File: config.mk
export PLATFORM = sky130hd
export DESIGN_NAME = fbh_host
export DESIGN_NICKNAME = d
export VERILOG_FILES = /design/src/inc/fbh_pkg.sv /design/src/fbh_timer.sv /design/src/fbh_host.sv
export SDC_FILE = /design/constraint.sdc
export NUM_CORES = 1
export LEC_CHECK = 0
export BUFFER_PORTS_ARGS = -buffer_cell sky130_fd_sc_hd__buf_2
export CORE_ASPECT_RATIO = 1.4
export CORE_MARGIN = 2
export CORE_UTILIZATION = 61
export CTS_CLUSTER_DIAMETER = 50
export DETAILED_ROUTE_END_ITERATION = 8
export PLACE_DENSITY = 0.85
export SYNTH_ARGS = -nofsm -noshare
export SYNTH_HDL_FRONTEND = slang
export SYNTH_SLANG_ARGS = --single-unit
File: constraint.sdc
create_clock -name sys_clk -period 5.6 [get_ports sys_clk]
set_input_delay 1.12 -clock sys_clk [delete_from_list [all_inputs] [get_ports sys_clk]]
set_output_delay 1.12 -clock sys_clk [all_outputs]
set_load 0.03 [all_outputs]
File: src/inc/fbh_pkg.sv
package fbh_pkg;
    // bus widths
    localparam int ADDR_W = 18;
    localparam int DATA_W = 8;
    // command codes
    localparam logic [7:0] CMD_SET_READ  = 8'h00;
    localparam logic [7:0] CMD_SIGNATURE = 8'h90;
    localparam logic [7:0] CMD_ERASE     = 8'h20;
    localparam logic [7:0] CMD_ERASE_VFY = 8'hA0;
    localparam logic [7:0] CMD_PROGRAM   = 8'h40;
    localparam logic [7:0] CMD_PROG_VFY  = 8'hC0;
    localparam logic [7:0] CMD_RESET     = 8'hFF;
    localparam logic [7:0] ERASED_BYTE   = 8'hFF;
    // timing, figures in their own units
    localparam int CLK_NS          = 10;
    localparam int T_PROG_US       = 10;
    localparam int T_ERASE_US_X10  = 95000;   // 9.5 ms in tenths of us
    localparam int T_RECOVERY_US   = 6;
    localparam int T_STROBE_NS     = 40;
    localparam int T_WE_HIGH_NS    = 20;
    localparam int PROG_CYC  = (T_PROG_US * 1000 + CLK_NS - 1) / CLK_NS;
    localparam int ERASE_CYC = (T_ERASE_US_X10 * 100 + CLK_NS - 1) / CLK_NS;
    localparam int REC_CYC   = (T_RECOVERY_US * 1000 + CLK_NS - 1) / CLK_NS;
    localparam int STB_CYC   = (T_STROBE_NS + CLK_NS - 1) / CLK_NS;
    localparam int WEH_CYC   = (T_WE_HIGH_NS + CLK_NS - 1) / CLK_NS;
    localparam int MAX_LOOPS = 25;
    localparam int CNT_W     = 24;
    localparam logic [4:0] LOOP_LIMIT = 5'(MAX_LOOPS);
    // host operations
    typedef enum logic [2:0] {
        FBH_OP_READ    = 3'h0,
        FBH_OP_PROGRAM = 3'h1,
        FBH_OP_ERASE   = 3'h2,
        FBH_OP_SIG     = 3'h3,
        FBH_OP_RESET   = 3'h4
    } fbh_op_e;
    typedef struct packed {
        fbh_op_e             op;
        logic [ADDR_W-1:0]   addr;
        logic [DATA_W-1:0]   data;
    } fbh_req_s;
    typedef struct packed {
        logic                ce_n;
        logic                oe_n;
        logic                we_n;
        logic                vpp_high;
        logic [ADDR_W-1:0]   addr;
    } fbh_pins_s;
endpackage : fbh_pkg

File: src/fbh_timer.sv
`timescale 1ns/1ps
// loadable down counter; done pulses one cycle when it reaches zero
module fbh_timer
    import fbh_pkg::*;
(
    input  wire logic             sys_clk,
    input  wire logic             rst_n,
    input  wire logic             load,
    input  wire logic [CNT_W-1:0] count,
    output logic                  busy,
    output logic                  done
);
    logic [CNT_W-1:0] cnt_reg;
    logic [CNT_W-1:0] cnt_next;
    logic             done_next;

    // load wins over counting so a restart never finishes early
    always_comb begin
        cnt_next  = cnt_reg;
        done_next = 1'b0;
        if (load) begin
            cnt_next = count;
        end else if (cnt_reg != '0) begin
            cnt_next  = cnt_reg - CNT_W'(1);
            done_next = (cnt_reg == CNT_W'(1));
        end
    end

    always_ff @(posedge sys_clk or negedge rst_n) begin
        if (!rst_n) begin
            cnt_reg <= '0;
            done    <= 1'b0;
        end else begin
            cnt_reg <= cnt_next;
            done    <= done_next;
        end
    end

    assign busy = (cnt_reg != '0);
endmodule : fbh_timer

File: src/fbh_host.sv
`timescale 1ns/1ps
////////////////////////////////////////////////////////////////////////////
// Operation
// - read by driving chip select and output drive low, write strobe high
// - with program supply high, issue set-read before array reads
// - chip erase needs the erase code written twice in a row
// - host waits at least 6 us after write strobe rise before reading
// - host allows at most 25 program-verify loops per byte
module fbh_host
    import fbh_pkg::*;
(
    input  wire logic              sys_clk,
    input  wire logic              rst_n,
    input  wire fbh_req_s          req,
    input  wire logic              req_valid,
    output logic                   req_ready,
    output logic                   resp_valid,
    output logic [DATA_W-1:0]      resp_data,
    output logic                   resp_fail,
    output fbh_pins_s              pins,
    output logic [DATA_W-1:0]      dq_out,
    output logic                   dq_oe,
    input  wire logic [DATA_W-1:0] dq_in
);
    typedef enum logic [3:0] {
        FBH_IDLE   = 4'h0,
        FBH_WLOW   = 4'h1,
        FBH_WHIGH  = 4'h3,
        FBH_WAIT   = 4'h2,
        FBH_DECIDE = 4'h6,
        FBH_RLOW   = 4'h7,
        FBH_DONE   = 4'h5
    } fbh_state_e;

    // phases: which write of the sequence is in flight
    typedef enum logic [2:0] {
        PH_CMD1 = 3'h0, PH_CMD2 = 3'h1, PH_VFY = 3'h2,
        PH_READ = 3'h3, PH_SET  = 3'h4
    } fbh_phase_e;

    fbh_state_e        st_reg, st_next;
    fbh_phase_e        ph_reg, ph_next;
    fbh_req_s          cur_reg, cur_next;
    logic [4:0]        loops_reg, loops_next;
    logic [CNT_W-1:0]  tcount;
    logic              tload, tbusy, tdone;
    fbh_pins_s         pins_next;
    logic [DATA_W-1:0] dq_next, rdata_next;
    logic              oe_next, ready_next, rv_next, fail_next;

    fbh_timer u_timer (
        .sys_clk (sys_clk),
        .rst_n   (rst_n),
        .load    (tload),
        .count   (tcount),
        .busy    (tbusy),
        .done    (tdone)
    );

    // command byte for the write in the current phase
    function automatic logic [7:0] cmd_byte(input fbh_req_s r,
                                            input fbh_phase_e p);
        logic [7:0] b;
        b = CMD_SET_READ;
        case (r.op)
            FBH_OP_PROGRAM: b = (p == PH_CMD1) ? CMD_PROGRAM :
                                (p == PH_CMD2) ? r.data : CMD_PROG_VFY;
            FBH_OP_ERASE:   b = (p == PH_VFY) ? CMD_ERASE_VFY : CMD_ERASE;
            FBH_OP_SIG:     b = CMD_SIGNATURE;
            FBH_OP_RESET:   b = CMD_RESET;
            default:        b = CMD_SET_READ;
        endcase
        return b;
    endfunction : cmd_byte

    ////////////////////////////////////////////////////////////////////////
    // sequencer: one write or read cycle at a time
    always_comb begin
        st_next    = st_reg;
        ph_next    = ph_reg;
        cur_next   = cur_reg;
        loops_next = loops_reg;
        pins_next  = pins;
        dq_next    = dq_out;
        oe_next    = dq_oe;
        rdata_next = resp_data;
        ready_next = 1'b0;
        rv_next    = 1'b0;
        fail_next  = resp_fail;
        tload      = 1'b0;
        tcount     = '0;
        case (st_reg)
            FBH_IDLE: begin
                ready_next = 1'b1;
                pins_next.ce_n = 1'b1;         // standby between ops
                pins_next.oe_n = 1'b1;
                pins_next.we_n = 1'b1;
                oe_next = 1'b0;
                if (req_valid && req_ready) begin
                    cur_next   = req;
                    loops_next = '0;
                    ready_next = 1'b0;
                    fail_next  = 1'b0;
                    // reads start with set-read under high supply
                    ph_next    = PH_CMD1;
                    st_next    = FBH_WLOW;
                    pins_next.vpp_high = 1'b1; // writes need high supply
                    tload  = 1'b1;
                    tcount = CNT_W'(STB_CYC);
                end
            end
            FBH_WLOW: begin
                // write strobe low, output drive high
                pins_next.ce_n = 1'b0;
                pins_next.oe_n = 1'b1;
                pins_next.we_n = 1'b0;
                // address for erase verify or program target
                pins_next.addr = (ph_reg == PH_CMD2 ||
                    (ph_reg == PH_VFY && cur_reg.op == FBH_OP_ERASE))
                    ? cur_reg.addr : '0;
                dq_next = cmd_byte(cur_reg, ph_reg);
                oe_next = 1'b1;
                if (!tbusy && !tload && pins.we_n == 1'b0) begin
                    st_next = FBH_WHIGH;           // rise captures byte
                    pins_next.we_n = 1'b1;
                    tload  = 1'b1;
                    tcount = CNT_W'(WEH_CYC);
                end
            end
            FBH_WHIGH: begin
                if (!tbusy && !tload) begin
                    oe_next = 1'b0;
                    st_next = FBH_WAIT;
                    tload   = 1'b1;
                    // pulse lengths wait out the internal timers
                    if (ph_reg == PH_CMD2 && cur_reg.op == FBH_OP_PROGRAM)
                        tcount = CNT_W'(PROG_CYC);
                    else if (ph_reg == PH_CMD2 &&
                             cur_reg.op == FBH_OP_ERASE)
                        tcount = CNT_W'(ERASE_CYC);
                    else
                        tcount = CNT_W'(REC_CYC);
                end
            end
            FBH_WAIT: begin
                if (!tbusy && !tload) begin
                    st_next = FBH_DECIDE;
                end
            end
            FBH_DECIDE: begin
                st_next = FBH_WLOW;
                tload   = 1'b1;
                tcount  = CNT_W'(STB_CYC);
                case (cur_reg.op)
                    // erase and reset both write the code twice
                    FBH_OP_ERASE, FBH_OP_PROGRAM, FBH_OP_RESET: begin
                        if (ph_reg == PH_CMD1)
                            ph_next = PH_CMD2;
                        else if (ph_reg == PH_CMD2 &&
                                 cur_reg.op != FBH_OP_RESET)
                            ph_next = PH_VFY;       // verify ends pulse
                        else if (ph_reg == PH_VFY)
                            st_next = FBH_RLOW;
                        else
                            st_next = FBH_DONE;
                    end
                    default: st_next = FBH_RLOW;
                endcase
            end
            FBH_RLOW: begin
                // read: chip select and output drive low, write high
                pins_next.ce_n = 1'b0;
                pins_next.oe_n = 1'b0;
                pins_next.we_n = 1'b1;
                oe_next = 1'b0;
                pins_next.addr = (cur_reg.op == FBH_OP_READ ||
                                  cur_reg.op == FBH_OP_SIG)
                                 ? cur_reg.addr : pins.addr;
                if (!tbusy && !tload && pins.oe_n == 1'b0) begin
                    rdata_next = dq_in;
                    st_next    = FBH_DONE;
                    pins_next.oe_n = 1'b1;
                    if (cur_reg.op == FBH_OP_PROGRAM &&
                        dq_in != cur_reg.data) begin
                        loops_next = loops_reg + 5'h01;
                        // bounded retry count
                        if (loops_reg + 5'h01 >= LOOP_LIMIT) begin
                            fail_next = 1'b1;
                        end else begin
                            st_next = FBH_WLOW;
                            ph_next = PH_CMD1;
                            tload   = 1'b1;
                            tcount  = CNT_W'(STB_CYC);
                        end
                    end else if (cur_reg.op == FBH_OP_ERASE &&
                                 dq_in != ERASED_BYTE) begin
                        fail_next = 1'b1; // software preprograms
                    end
                end
            end
            FBH_DONE: begin
                pins_next.ce_n = 1'b1;
                pins_next.oe_n = 1'b1;
                pins_next.we_n = 1'b1;
                pins_next.vpp_high = 1'b0;
                rv_next = 1'b1;
                st_next = FBH_IDLE;
            end
            default: st_next = FBH_IDLE;
        endcase
    end

    // registers only; all outputs come from flops
    always_ff @(posedge sys_clk or negedge rst_n) begin
        if (!rst_n) begin
            st_reg     <= FBH_IDLE;
            ph_reg     <= PH_CMD1;
            cur_reg    <= '0;
            loops_reg  <= '0;
            pins       <= '{ce_n: 1'b1, oe_n: 1'b1, we_n: 1'b1,
                            vpp_high: 1'b0, addr: '0};
            dq_out     <= '0;
            dq_oe      <= 1'b0;
            resp_data  <= '0;
            req_ready  <= 1'b0;
            resp_valid <= 1'b0;
            resp_fail  <= 1'b0;
        end else begin
            st_reg     <= st_next;
            ph_reg     <= ph_next;
            cur_reg    <= cur_next;
            loops_reg  <= loops_next;
            pins       <= pins_next;
            dq_out     <= dq_next;
            dq_oe      <= oe_next;
            resp_data  <= rdata_next;
            req_ready  <= ready_next;
            resp_valid <= rv_next;
            resp_fail  <= fail_next;
        end
    end

    ////////////////////////////////////////////////////////////////////////
    // checks
    chk_read_levels: assert property (@(posedge sys_clk)
        disable iff (!rst_n) !pins.oe_n |-> !pins.ce_n && pins.we_n && !dq_oe)
        else $error("read strobes wrong");
    chk_write_supply: assert property (@(posedge sys_clk)
        disable iff (!rst_n)
        !pins.we_n |-> (pins.vpp_high && dq_oe && pins.oe_n))
        else $error("write without high supply");
    chk_no_contend: assert property (@(posedge sys_clk)
        disable iff (!rst_n) dq_oe |-> pins.oe_n)
        else $error("bus contention");
    chk_strobe_width: assert property (@(posedge sys_clk)
        disable iff (!rst_n) $fell(pins.we_n) |-> !pins.we_n [*4])
        else $error("write strobe too short");
    chk_recovery_wait: assert property (@(posedge sys_clk)
        disable iff (!rst_n) $rose(pins.we_n) |-> pins.oe_n [*8])
        else $error("read too soon after write");
    chk_idle_standby: assert property (@(posedge sys_clk)
        disable iff (!rst_n) req_ready |-> pins.ce_n)
        else $error("not standby while idle");
    chk_loop_bound: assert property (@(posedge sys_clk)
        disable iff (!rst_n) loops_reg <= LOOP_LIMIT)
        else $error("too many program loops");
    chk_resp_after_done: assert property (@(posedge sys_clk)
        disable iff (!rst_n) st_reg == FBH_DONE |=> resp_valid ##1 req_ready)
        else $error("response sequence wrong");
    cov_program: cover property (@(posedge sys_clk) disable iff (!rst_n)
        resp_valid && cur_reg.op == FBH_OP_PROGRAM);
    cov_erase: cover property (@(posedge sys_clk) disable iff (!rst_n)
        resp_valid && cur_reg.op == FBH_OP_ERASE);
    cov_retry: cover property (@(posedge sys_clk) disable iff (!rst_n)
        loops_reg == 5'h02);
endmodule : fbh_host

== Word-level counts from Yosys, hierarchy flattened ==
Index checks and enable logic that the tools add are counted.
Widths: inputs -> output; s select.
Word-level totals
  register bits after elaboration: 107
  output and inout bits: 42
  word-level logic and storage cells: 149
Operators by class
  add/subtract/negate cells: 2
  $lt $le $gt $ge: 1
  eq/ne operators: 27
  muxes and demuxes: 64
  bitwise logic cells: 2
  reduce and logical (&&, ||, !) cells: 35
Operators by type and width (number)
  $pmux 20 s5: 1
  $mux 20: 3
  $mux 24: 2
  $mux 3: 15
  $mux 18: 2
  $pmux 18 s2: 1
  $pmux 8 s4: 1
  $mux 4: 6
  $mux 8: 3
  $pmux 4 s6: 1
  $reduce_bool 24->1: 1
  $sub 24x1->24 const B: 1
  $ne 2x2->1 const B: 9
  $pmux 3 s3: 2
  $mux 1: 17
  $mux 5: 3
  $eq 4x3->1 const B: 3
  $ne 3x3->1 const B: 4
  $pmux 5 s2: 1
  $reduce_and 2->1: 5
  $reduce_and 5->1: 2
  $eq 3x2->1 const B: 3
  $logic_and 1x1->1: 9
  $reduce_bool 3->1: 3
  22 further kinds: 33

== Longest topological paths before layout ==
  depth in word-level cells: 7
  mapped depth: 11

== Modules after synthesis ==
A second synthesis with hierarchy kept.
Second synthesis, totals
  cell total of the unflattened synthesis: 512
  area, all modules: 5238.8 µm²
By module, submodules not included
  fbh_host: instances 1, cells an instance 354, area each 3783.6 µm², sequential area each 2030.7 µm²
  fbh_timer: instances 1, cells an instance 158, area each 1455.1 µm², sequential area each 625.6 µm²

== Worst setup path before layout ==
No wires, ideal clock.
  path kind: input port to flip-flop
  start point: input dq_in[6]
  end point: register u_timer.cnt_reg[18]
  data arrival time: 2.470 ns
  required time: 5.523 ns
  slack: 3.052 ns
  stages on the path: 8
  path buffers: 2
  cell sequence: xor2_1 -> nor4_1 -> a211oi_1 -> nand4_1 -> buf_2 -> buf_2 -> nand3_1 -> a21oi_1
Between the ends
  longest elaborated chain between the ends: 6
Ends and longest elaborated chain
  start, declared: line fbh_host.sv:23  | input wire logic [DATA_W-1:0] dq_in
  $ne 8x8->1 *: line fbh_host.sv:184  | dq_in != cur_reg.data) begin
  $logic_and 1x1->1 *: line fbh_host.sv:183  | if (cur_reg.op == FBH_OP_PROGRAM &&
  $mux 1 *: line fbh_host.sv:183
  $mux 1 *: line fbh_host.sv:179  | if (!tbusy && !tload && pins.oe_n == 1'b0) begin
  $pmux 1 s5 *: line fbh_host.sv:92  | case (st_reg)
  $mux 24 or $reduce_bool 2->1 (tied branches)
  end signal, assigned: line fbh_timer.sv:34  | cnt_reg <= cnt_next;
  end, declared: line fbh_timer.sv:13  | logic [CNT_W-1:0] cnt_reg;
Every way passes the cells marked *; elsewhere a longest branch is shown, timed or not.
A chain may end at the register's enable or synchronous reset.

== Worst setup path in the final report ==
  start point: register u_timer.cnt_reg[5]
  end point: register u_timer.cnt_reg[11]
Between the ends
  longest elaborated chain between the ends: 6
Ends and longest elaborated chain
  branches (longest 6 deep; another with $sub 24x1->24)
Parallel ways; which one is timed is not known. The select of a mux whose other input is x is not followed.

==> results.py <==
metrics = {
    "status": {
        "status": "finished, final reports clean",
    },
    "floorplanning": {
        "initial_core_util_pct": 62.9,
        "io_pins": 82,
        "die_area_um2": 9210,
        "die_x_um": 81.7,
        "row_count": 39,
        "die_h_um": 113,
        "core_um2": 8200,
    },
    "critical_path": {
        "critPathMaxFanout": 21,
        "path_cells": "or4_4, or2_0, nor4_4, nand4_1, and4_1, a211oi_1",
        "arrival_ns": 3.90,
        "crit_buf_inv": 0,
        "start_kind": "flop",
        "cp.required_ns": 5.86,
        "crit_path_end_kind": "flop",
        "worst-setup-path-type": "reg2reg",
        "crit_family": "simple AND/OR/NAND/NOR gates",
        "max_stage_delay_ns": 0.78,
        "cp_slowest_cell": "nand4_1",
    },
    "finish": {
        "nets": 685,
        "num-fill-cells": 635,
        "largest_register_ffs": 29,
        "drive_above_1_share_pct": 19.3,
        "area_growth_pct": 15.0,
        "diodes": 0,
    },
    "global_route": {
        "grt_pass1_vias": 4526,
        "grt_usage_pct": 30.0,
        "grt_pass1_wl_um": 21300,
        "antenna_found_initial": 0,
        "grt_max_degree": 62,
        "gr-total-overflow": 0,
    },
    "logic_synthesis": {
        "synthDistinctLibCells": 53,
        "yosysTopAreaCell": "dfrtp_1",
        "synth_top_area_share_pct": 49.5,
        "synth_compound_area_share_pct": 11.9,
        "synthesis.nets": 619,
        "syn_area_um2": 5160,
        "synth-adder-area-share_pct": 0.971,
        "synthMuxAreaShare_pct": 2.38,
        "syn_inst": 575,
        "seq_area_frac_synth_pct": 51.0,
        "synthTopCellsByArea": "dfrtp_1 50%, nand2_1 11%, nor2_1 3.9%",
        "synth_top_flop_cell": "dfrtp_1",
        "synth_area_per_cell_um2": 8.97,
        "synth_top_family_by_area": "simple AND/OR/NAND/NOR gates",
        "synth_enable_flop_cells": 0,
        "synth_xor_area_share_pct": 4.93,
        "synth_warnings": 0,
        "synth.most_common_cell": "nand2_1",
        "synthTopCellsByCount": "149 x nand2_1, 102 x dfrtp_1, 53 x nor2_1",
        "synth.ff_latch_count": 105,
        "yosys.area_share.simple_pct": 25.7,
        "async_reset_ff_share_pct": 100,
    },
    "routing": {
        "wire_per_inst_um": 17.4,
        "postRouteAntennaNets": 0,
        "drc": 0,
        "drt-total-wl_um": 13000,
        "drt_iter0_drc": 330,
        "viasPerCell": 6.00,
        "vias": 4486,
        "drt-pass1-iter-count": 4,
    },
    "power": {
        "max-vdd-ir-drop_uv": 181,
        "power_uw": 1530,
        "leakage_uw": 0.00293,
        "power_density_nw_per_um2": 258,
    },
    "sta": {
        "setup_violations": 0,
        "rsz0062_at_grt": "no",
        "hold_viol_final": 0,
        "clock.fmax_mhz": 274,
        "finalMaxSlewViolations": 0,
        "hold_ws_ns": 0.477,
        "tns_ns": 0,
        "slew_headroom_pct": 22.0,
        "fin_crit_ns": 3.64,
        "max_slew.worst_pin.slew_ns": 1.17,
        "clock_skew_ns": 0.00579,
        "period_share_pct": 65.1,
    },
    "clock_network": {
        "cts-htree-levels": 3,
        "cts_buffers": 9,
        "cts_resized": 0,
        "postCtsSetupBuffers": 0,
        "cts_sinks": 105,
        "clock_latency_ns": 0.35,
        "cts_root_buffer": "clkbuf_16",
        "clkTransAtPathRegs_ns": 0.07,
        "clock_tree.buffer_depth": 2,
        "ctsHoldBuffers": 0,
        "cts_tree": "done",
    },
    "placed_design": {
        "hpwl_um": 8750,
        "port-buffer-count": 81,
        "place.gp.congestion": 0.933,
    },
    "run": {
        "drv_cap": 0,
    },
    "min_path": {
        "holdCritPathClass": "reg2reg",
    },
}
==> metrics by stage <==
step                instances  setup WS [ns]  util [%]  instance area, um2
finish                    748           1.96      72.3                5930
floorplan                 575           3.05         -                5160
CTS                       748           2.05      72.3                5930
global route              748           1.71      72.3                5930
global placement          732           2.07      68.2                5590
detailed placement        732           1.99      68.2                5590
==> per-layer routing <==
layer	up-vias	part of all wire (%)	GRT usage [%]
met5	-	0	0
met4	0	3.0	14.6
met3	33	5.4	5.50
met2	183	53	51.0
met1	2179	38	36.1
li1	2091	-	-
==> logic make-up (layout without fill, tap and decap cells) <==
| kind of cell | count (synthesis) | in the layout |
|---|---|---|
| AO/OA/AOI/OAI | 103 | 103 |
| XOR/XNOR | 29 | 29 |
| adder cells (fa/ha/maj) | 4 | 4 |
| buffers and inverters | 37 | 108 |
| flip-flops | 105 | 105 |
| multiplexers | 11 | 11 |
| AND/OR/NAND/NOR | 286 | 286 |
==> final cells by class <==
type,instances,area (um2),share of cell area [%]
clock inverters,6,114,1.92
flip-flops and latches,105,2630,44.4
repair buffers,84,430,7.26
well taps,102,128,2.15
clock buffers,10,229,3.86
multi-input cells,433,2370,39.9
inverters,8,30.0,0.506
==> cells in the final DEF (no fill, tap or decap), drive strengths merged, types with 9 or more instances in the layout <==
master and n:
nand2 149, dfrtp 102, buf 84, nor2 53
o21ai 35, a21oi 29, xor2 20, nor3 16
a31oi 12, nand3 11, nor4 11, mux2 10
clkbuf 10, xnor2 9, inv 9
==> report_power, final <==
group | switching (uW) | internal, uW | total, uW
sequential | 1.59 | 761 | 763
clock | 280 | 439 | 719
combinational | 30.5 | 15.9 | 46.4
total | 312 | 1220 | 1530
==> worst min-delay path: cells and delay by family (launching register included) <==
kind,cells,cell delay (ns)
DFF,1,0.34
and+or+nand+nor,2,0.10
==> path summary, 6_finish.rpt <==
path	end	slack (ns)	cells past startpoint	from
worst max-delay path	u_timer.cnt_reg[11]	1.96	6	u_timer.cnt_reg[5]
worst min-delay path	cur_reg[10]	0.48	2	cur_reg[10]
worst max register to register	u_timer.cnt_reg[11]	1.96	6	u_timer.cnt_reg[5]
worst min register to register	cur_reg[10]	0.48	2	cur_reg[10]
max in group asynchronous	cur_reg[4]	3.65	2	rst_n
min in group asynchronous	u_timer.cnt_reg[23]	0.76	1	rst_n
Power figures use the tool's default switching activity.
